### config.mk
export PLATFORM = sky130hd
export DESIGN_NAME = line_energy_power_control
export DESIGN_NICKNAME = d
export VERILOG_FILES = /design/src/verilog/energy_pkg.sv /design/src/verilog/line_energy_power_control.sv
export SDC_FILE = /design/constraint.sdc
export NUM_CORES = 1
export LEC_CHECK = 0
export ABC_AREA = 1
export BUFFER_PORTS_ARGS = -buffer_cell sky130_fd_sc_hd__buf_2
export CAP_MARGIN = 20
export CELL_PAD_IN_SITES_DETAIL_PLACEMENT = 0
export CELL_PAD_IN_SITES_GLOBAL_PLACEMENT = 1
export CORE_ASPECT_RATIO = 1.1
export CORE_MARGIN = 4
export CORE_UTILIZATION = 47
export CTS_CLUSTER_DIAMETER = 120
export DETAILED_ROUTE_END_ITERATION = 8
export PLACE_DENSITY_LB_ADDON = 0.12
export SYNTH_ARGS = -nofsm -noshare
export SYNTH_HDL_FRONTEND = slang
export SYNTH_SLANG_ARGS = --single-unit
### constraint.sdc
create_clock -name clk_in -period 4.1 [get_ports clk_in]
set_input_delay 0.205 -clock clk_in [delete_from_list [all_inputs] [get_ports clk_in]]
set_output_delay 0.205 -clock clk_in [all_outputs]
set_load 0.01 [all_outputs]
### src/verilog/energy_pkg.sv
// Package for the line energy power control block: register map, field layout, timing.
// Assumes a single 250 MHz clock and a plain one-cycle register port.
package energy_pkg;
  localparam int unsigned ADDR_W = 5;
  localparam int unsigned DATA_W = 16;
  localparam logic [ADDR_W-1:0] ADDR_CONTROL = 5'h1d;
  localparam logic [ADDR_W-1:0] ADDR_IRQ_STATUS = 5'h1e;
  localparam logic [ADDR_W-1:0] ADDR_IRQ_ENABLE = 5'h1f;
  localparam logic [ADDR_W-1:0] ADDR_IRQ_CLEAR = 5'h1c;
  localparam int unsigned BIT_ENABLE = 15;
  localparam int unsigned BIT_AUTO_UP = 14;
  localparam int unsigned BIT_AUTO_DOWN = 13;
  localparam int unsigned BIT_MANUAL = 12;
  localparam int unsigned BIT_BURST_DIS = 11;
  localparam int unsigned BIT_PWR_STATE = 10;
  localparam int unsigned BIT_ERR_MET = 9;
  localparam int unsigned BIT_DATA_MET = 8;
  localparam int unsigned ERR_THR_LSB = 4;
  localparam int unsigned DATA_THR_LSB = 0;
  localparam int unsigned THR_W = 4;
  localparam logic [THR_W-1:0] THR_RESET = 4'h1;
  localparam logic [2:0] BURST_PULSES = 3'h4;
  localparam logic [2:0] SINGLE_PULSE = 3'h1;
  localparam int unsigned IRQ_W = 4;
  localparam int unsigned IRQ_POWER_UP = 0;
  localparam int unsigned IRQ_POWER_DOWN = 1;
  localparam int unsigned IRQ_DATA_MET = 2;
  localparam int unsigned IRQ_ERR_MET = 3;
  localparam longint unsigned CLK_HZ = 250000000;
  localparam longint unsigned IDLE_RESET_MS = 2000;
  localparam longint unsigned IDLE_RESET_CYCLES = (CLK_HZ / 1000) * IDLE_RESET_MS;
  localparam int unsigned POWER_SEQ_CYCLES = 8;

  typedef enum logic [1:0] {
    PWR_DOWN = 2'b00,
    PWR_RISING = 2'b01,
    PWR_UP = 2'b11,
    PWR_FALLING = 2'b10
  } power_state_t;

  typedef struct packed {
    logic data_event;
    logic error_event;
    logic energy_present;
  } line_events_t;

  typedef struct packed {
    logic [ADDR_W-1:0] addr;
    logic [DATA_W-1:0] wdata;
    logic wr;
    logic rd;
  } reg_req_t;
endpackage

### src/verilog/line_energy_power_control.sv
// Energy-detect power manager: event counting, thresholds, power sequencing, control register.
// Assumes line events arrive synchronous to clk_in from the analog detectors.
`timescale 1ns/1ps

module line_energy_power_control
  import energy_pkg::*;
#(
  parameter longint unsigned IDLE_CYCLES = IDLE_RESET_CYCLES,
  parameter int unsigned SEQ_CYCLES = POWER_SEQ_CYCLES
) (
  input wire logic clk_in,
  input wire logic rst_in,
  input wire logic [ADDR_W-1:0] addr_in,
  input wire logic [DATA_W-1:0] wdata_in,
  input wire logic wr_in,
  input wire logic rd_in,
  output logic [DATA_W-1:0] rdata_out,
  input wire logic data_event_in,
  input wire logic error_event_in,
  input wire logic energy_present_in,
  output logic powered_up_out,
  output logic data_pulse_out,
  output logic irq_out
);

  line_events_t ev;
  reg_req_t req;
  assign ev = '{data_event: data_event_in, error_event: error_event_in,
                energy_present: energy_present_in};
  assign req = '{addr: addr_in, wdata: wdata_in, wr: wr_in, rd: rd_in};

  function automatic logic hit(input reg_req_t r, input logic [ADDR_W-1:0] a);
    hit = r.addr == a;
  endfunction

  logic enable_reg;
  logic auto_up_reg;
  logic auto_down_reg;
  logic manual_reg;
  logic burst_dis_reg;
  logic err_met_reg;
  logic data_met_reg;
  logic [THR_W-1:0] err_thr_reg;
  logic [THR_W-1:0] data_thr_reg;
  logic [THR_W-1:0] data_cnt_reg;
  logic [THR_W-1:0] err_cnt_reg;
  logic [63:0] idle_cnt_reg;
  power_state_t state_reg;
  logic [15:0] seq_cnt_reg;
  logic [2:0] pulses_reg;
  logic pulse_phase_reg;
  logic [IRQ_W-1:0] irq_status_reg;
  logic [IRQ_W-1:0] irq_enable_reg;

  logic ctrl_wr;
  logic ctrl_rd;
  logic data_reached;
  logic err_reached;
  logic start_up;
  logic start_down;
  logic manual_start;
  logic idle_expire;
  logic [DATA_W-1:0] ctrl_view;
  logic [IRQ_W-1:0] irq_events;

  assign ctrl_wr = req.wr && hit(req, ADDR_CONTROL);
  assign ctrl_rd = req.rd && hit(req, ADDR_CONTROL);
  assign data_reached = data_cnt_reg >= data_thr_reg;
  assign err_reached = err_cnt_reg >= err_thr_reg;
  assign idle_expire = idle_cnt_reg == IDLE_CYCLES - 64'h1;
  // Manual request takes effect only in a settled state, so it is held through a sequence unless enable is cleared.
  assign manual_start = enable_reg && manual_reg
                        && (state_reg == PWR_UP || state_reg == PWR_DOWN);
  assign start_up = enable_reg && state_reg == PWR_DOWN
                    && (manual_start || (auto_up_reg && data_reached));
  assign start_down = enable_reg && state_reg == PWR_UP
                      && (manual_start || (auto_down_reg && !ev.energy_present));

  always_comb begin
    ctrl_view = '0;
    ctrl_view[BIT_ENABLE] = enable_reg;
    ctrl_view[BIT_AUTO_UP] = auto_up_reg;
    ctrl_view[BIT_AUTO_DOWN] = auto_down_reg;
    ctrl_view[BIT_MANUAL] = manual_reg;
    ctrl_view[BIT_BURST_DIS] = burst_dis_reg;
    ctrl_view[BIT_PWR_STATE] = state_reg == PWR_UP || state_reg == PWR_FALLING;
    ctrl_view[BIT_ERR_MET] = err_met_reg;
    ctrl_view[BIT_DATA_MET] = data_met_reg;
    ctrl_view[ERR_THR_LSB +: THR_W] = err_thr_reg;
    ctrl_view[DATA_THR_LSB +: THR_W] = data_thr_reg;
  end

  always_ff @(posedge clk_in) begin
    if (rst_in) begin
      enable_reg <= 1'b0;
      auto_up_reg <= 1'b1;
      auto_down_reg <= 1'b1;
      burst_dis_reg <= 1'b0;
      err_thr_reg <= THR_RESET;
      data_thr_reg <= THR_RESET;
    end else if (ctrl_wr) begin
      enable_reg <= req.wdata[BIT_ENABLE];
      auto_up_reg <= req.wdata[BIT_AUTO_UP];
      auto_down_reg <= req.wdata[BIT_AUTO_DOWN];
      burst_dis_reg <= req.wdata[BIT_BURST_DIS];
      err_thr_reg <= req.wdata[ERR_THR_LSB +: THR_W];
      data_thr_reg <= req.wdata[DATA_THR_LSB +: THR_W];
    end
  end

  // A fresh write of one wins over the self-clear of an older request.
  always_ff @(posedge clk_in) begin
    if (rst_in) begin
      manual_reg <= 1'b0;
    end else if (ctrl_wr && req.wdata[BIT_MANUAL]) begin
      manual_reg <= 1'b1;
    end else if (manual_start || !enable_reg) begin
      manual_reg <= 1'b0;
    end
  end

  // Data and error counters saturate so a burst of noise cannot wrap them back below threshold.
  always_ff @(posedge clk_in) begin
    if (rst_in || !enable_reg) begin
      data_cnt_reg <= '0;
      err_cnt_reg <= '0;
      idle_cnt_reg <= '0;
    end else begin
      // The quiet timer re-arms at each expiry, so error events after a long quiet spell count.
      if (ev.data_event || idle_expire) begin
        idle_cnt_reg <= '0;
      end else begin
        idle_cnt_reg <= idle_cnt_reg + 64'h1;
      end
      if (idle_expire && !ev.data_event) begin
        data_cnt_reg <= '0;
        err_cnt_reg <= '0;
      end else begin
        if (start_up) begin
          data_cnt_reg <= '0;
        end else if (ev.data_event && data_cnt_reg != '1) begin
          data_cnt_reg <= data_cnt_reg + 4'h1;
        end
        if (ev.error_event && err_cnt_reg != '1) begin
          err_cnt_reg <= err_cnt_reg + 4'h1;
        end
      end
    end
  end

  // Met flags: a new hit in the read cycle wins over the clear.
  always_ff @(posedge clk_in) begin
    if (rst_in) begin
      err_met_reg <= 1'b0;
      data_met_reg <= 1'b0;
    end else begin
      if (enable_reg && err_reached && err_cnt_reg != '0) begin
        err_met_reg <= 1'b1;
      end else if (ctrl_rd) begin
        err_met_reg <= 1'b0;
      end
      if (enable_reg && data_reached && data_cnt_reg != '0) begin
        data_met_reg <= 1'b1;
      end else if (ctrl_rd) begin
        data_met_reg <= 1'b0;
      end
    end
  end

  always_ff @(posedge clk_in) begin
    if (rst_in) begin
      state_reg <= PWR_DOWN;
      seq_cnt_reg <= '0;
    end else begin
      unique case (state_reg)
        PWR_DOWN: begin
          if (start_up) begin
            state_reg <= PWR_RISING;
            seq_cnt_reg <= '0;
          end
        end
        PWR_RISING: begin
          if (seq_cnt_reg == 16'(SEQ_CYCLES - 1)) begin
            state_reg <= PWR_UP;
          end else begin
            seq_cnt_reg <= seq_cnt_reg + 16'h1;
          end
        end
        PWR_UP: begin
          if (start_down) begin
            state_reg <= PWR_FALLING;
            seq_cnt_reg <= '0;
          end
        end
        PWR_FALLING: begin
          if (seq_cnt_reg == 16'(SEQ_CYCLES - 1)) begin
            state_reg <= PWR_DOWN;
          end else begin
            seq_cnt_reg <= seq_cnt_reg + 16'h1;
          end
        end
      endcase
    end
  end

  // Pulses go out every other cycle so each one is a separate edge on the line.
  always_ff @(posedge clk_in) begin
    if (rst_in) begin
      pulses_reg <= '0;
      pulse_phase_reg <= 1'b0;
      data_pulse_out <= 1'b0;
    end else if (start_up) begin
      pulses_reg <= burst_dis_reg ? SINGLE_PULSE : BURST_PULSES;
      pulse_phase_reg <= 1'b0;
      data_pulse_out <= 1'b0;
    end else if (pulses_reg != '0 && !pulse_phase_reg) begin
      data_pulse_out <= 1'b1;
      pulse_phase_reg <= 1'b1;
      pulses_reg <= pulses_reg - 3'h1;
    end else begin
      data_pulse_out <= 1'b0;
      pulse_phase_reg <= 1'b0;
    end
  end

  always_ff @(posedge clk_in) begin
    if (rst_in) begin
      powered_up_out <= 1'b0;
    end else begin
      powered_up_out <= state_reg == PWR_UP || state_reg == PWR_FALLING;
    end
  end

  assign irq_events[IRQ_POWER_UP] = state_reg == PWR_RISING
                                    && seq_cnt_reg == 16'(SEQ_CYCLES - 1);
  assign irq_events[IRQ_POWER_DOWN] = state_reg == PWR_FALLING
                                      && seq_cnt_reg == 16'(SEQ_CYCLES - 1);
  assign irq_events[IRQ_DATA_MET] = enable_reg && data_reached && data_cnt_reg != '0
                                    && !data_met_reg;
  assign irq_events[IRQ_ERR_MET] = enable_reg && err_reached && err_cnt_reg != '0
                                   && !err_met_reg;

  always_ff @(posedge clk_in) begin
    if (rst_in) begin
      irq_status_reg <= '0;
      irq_enable_reg <= '0;
      irq_out <= 1'b0;
    end else begin
      irq_status_reg <= irq_events | (irq_status_reg
                        & ~((req.wr && hit(req, ADDR_IRQ_CLEAR)) ? req.wdata[IRQ_W-1:0] : '0));
      if (req.wr && hit(req, ADDR_IRQ_ENABLE)) begin
        irq_enable_reg <= req.wdata[IRQ_W-1:0];
      end
      irq_out <= |(irq_status_reg & irq_enable_reg);
    end
  end

  always_ff @(posedge clk_in) begin
    if (rst_in) begin
      rdata_out <= '0;
    end else if (req.rd) begin
      if (hit(req, ADDR_CONTROL)) begin
        rdata_out <= ctrl_view;
      end else if (hit(req, ADDR_IRQ_STATUS)) begin
        rdata_out <= DATA_W'(irq_status_reg);
      end else if (hit(req, ADDR_IRQ_ENABLE)) begin
        rdata_out <= DATA_W'(irq_enable_reg);
      end else begin
        rdata_out <= '0;
      end
    end else begin
      rdata_out <= '0;
    end
  end
endmodule

==> key figures <==
Layout
  – Share of cells above drive strength 1: 8.73%
  – Post-route cell area: 8280 sq um
  – Final std cells w/o fill: between 1000 and 1500
  – Most common cell after layout, fill and taps aside: nand2_1
  – Sequential Area: around 2700 sq um
  – Filler instances: between 1500 and 2000
  – Ant diodes: 0
  – Multi-input logic area: slightly below 4000 sq um
  – Final design utilization: a little over half
  – Layout Nets: 1205
  – Largest register FFs: between 60 and 70
  – P&R area growth vs syn: 13.3%
  – Most frequent cells in the layout: nand2_1 (256), nor2_1 (161), inv_1 (148)

Logic synthesis
  – Seq/Total Area, Yosys: 37.0%
  – Syn Area/Cell: ~6.6 sq um
  – Syn Std Cell Area: between 7000 and 8000 sq um
  – Post-synthesis mux area share: 0.154%
  – Synth Register Bits: 135
  – Simple-gate share of the synthesized area: a little under two fifths
  – Largest family of logic cells by synthesized area: simple AND/OR/NAND/NOR gates
  – Mapped Cells: between 1000 and 1500
  – Synthesis warning total: 0
  – Xor/xnor share of the synthesized area: under 10%
  – Netlist cell types: 39
  – Mapped Nets: 1156
  – Post-synthesis compound-gate area fraction: under 10%
  – Synth Area in Adders: 3.60%

Global routing
  – First-pass GRT wire length: ~33 mm
  – GR Overflow Total: 0
  – Largest net degree at the start of global routing: 65
  – Global-route usage over all layers: a little under a quarter
  – Vias in the first global route: 6722
  – Initial antenna violation count: 0

Power and ir drop
  – LEAKAGE: 2.92 nW
  – Pwr Density: 436 nW/um^2
  – Peak supply drop: ~0.36 mV
  – P_int: between 2 and 3 mW
  – Sequential power share: between 40% and 50%
  – Combinational group share of total power: between 10% and 20%
  – NetSw: roughly 1.1 mW
  – Switching Fraction: 30.1%
  – Clock group share of total power: a little over two fifths
  – Final Total Pwr: between 3 and 4 mW

STA
  – Least-Margin Pin Slew: about 1 ns
  – Min Tclk post-route: 2.61 ns
  – Count of final hold-check violations: 0
  – Fmax: approximately 380 MHz
  – Worst Slack Setup Final: approximately 1.5 ns
  – Rel. slew slack: 34.7%
  – Final count of negative-setup-slack endpoints: 0
  – RSZ-0062 raised after global routing: no
  – Part of the cycle the worst path needs: between 60% and 70%
  – Hold slack: 0.0308 ns
  – Clock Skew: 0.0135 ns
  – Final-report max-slew violation count: 0
  – Setup tns final: 0 ns

Setup path
  – WP data required: ~4.4 ns
  – Most used cell, CP: nand2_1
  – Delay-heaviest family, CP: simple AND/OR/NAND/NOR gates
  – Critical path endpoint category: register
  – CP startpoint kind: register
  – Worst Path Max Fanout: 64
  – Critical Path, Cell by Cell: ha_1, nand2_1, nor2_4, nand2_2, clkinv_2, nand3_1, nor2_2, nand2_1, nand3_4, a21oi_1
  – CP peak stage delay: 0.54 ns
  – CP arrival: about 2.9 ns
  – Slowest CP cell: nand3_4
  – Crit Path Class: register to register
  – Crit path buf inv count: 1

Routing
  – Routed WL: 20.3 mm
  – Routed Antenna Nets: 0
  – Vias after detailed routing: slightly above 7000
  – Vias/cell: 5.23
  – Initial DRC count: approximately 540
  – WL per Instance: 14.9 microns
  – Initial DRT Pass Iterations: 5
  – Residual DRC count: 0

Clock tree
  – H-tree Lvls: 4
  – Total CTS buffers: 17
  – Clock Path Buffers: 2
  – Clock slew seen by the registers of the worst setup and hold paths: around 0.06 ns
  – Skew-Pair Late Insertion Delay: ~0.43 ns
  – Root Driver: clkbuf_16
  – CTS tree: done
  – Clock tree sinks: 135
  – Post-CTS setup buffer count: 0

Floorplan
  – Std cell rows: 47
  – Core Area: approximately 15000 sq um
  – Die X: roughly 130 microns
  – I/O pin total: 47
  – Die height: about 140 microns
  – Starting density of the core: about half
  – Die area: 17600 sq um

Min path
  – Hold WC Path Type: input port to register

Placed design
  – Dpl cell area: around 7700 sq um
  – Placed cell count: roughly 1300
  – Post-DP HPWL: around 15 mm
  – DP Worst Slack: ~1.4 ns
  – GP Congestion: between 0.9 and 1
  – Port bufs: 43

Outcome
  – Status: finished clean

Flow run
  – Max-Cap Viols: 0
[tightest hold or removal path, cell delays in order]
cell	delay [ns]
buf_2	0.09
nand2_1	0.06
a21oi_1	0.05
[cell type report]
class	instances	area share, %
inverters	152	6.90
clock buffers	19	5.35
repair buffers	47	3.05
multi-input cells	803	47.3
well taps	196	2.96
clock inverters	13	1.77
flip-flops and latches	135	32.6
[synth_stat cells, drive strengths merged]
cell type  count  area, sq um
xnor2          4         35.0
a21oi         79          395
o22ai          4         25.0
nor3b          1         12.5
a211oi         1         7.51
dfxtp        135         2700
clkbuf         6         22.5
o221ai         1         8.76
or2           12         75.1
nand2        258          973
o211ai         6         45.0
nand3         91          473
a221oi         1         8.76
o21ai         35          175
nor4           8         50.1
buf           11         90.1
nor2         167          647
xor2          15          131
inv          151          567
ha            21          263
nand4         44          275
nand3b         3         22.5
clkinv         1         5.00
a31oi          1         6.26
mux2           1         11.3
nor3          48          265
o21bai         2         15.0
[power groups by stage]
stage               Clock [mW]  Combinational, mW  Sequential, mW
floorplan                    0              0.472            1.48
global placement             0              0.596            1.49
detailed placement           0              0.598            1.49
CTS                       1.57              0.606            1.47
global route              1.63              0.702            1.48
finish                    1.54              0.597            1.47
[metal layers]
layer	routed length (microns)	global-route usage, %	vias to the layer above
met2	9680	39.5	181
met5	0	0	-
li1	-	-	3710
met3	821	4.08	45
met4	706	9.94	0
met1	9120	29.0	3209
[path summary, 6_finish.rpt]
kind / startpoint / end / slack (ns) / cells after the start
max: idle_cnt_reg[0] / idle_cnt_reg[27] / 1.49 / 10
max reg2reg: idle_cnt_reg[0] / idle_cnt_reg[27] / 1.49 / 10
min reg2reg: manual_reg / rdata_out[12] / 0.45 / 2
min: wdata_in[12] / manual_reg / 0.03 / 3
[kinds of logic after synthesis]
logic type	Yosys count
fa+ha+maj	21
mux	1
xor+xnor	19
buf+inv	169
flops	135
compound gates	130
simple gates	632
[repair_timing]
item | CTS | global route
resized for setup | 0 | 0
endpoints found under the hold margin | 3 | 0
hold buffers | 3 | 0
(Power assumes the default switching activity.)
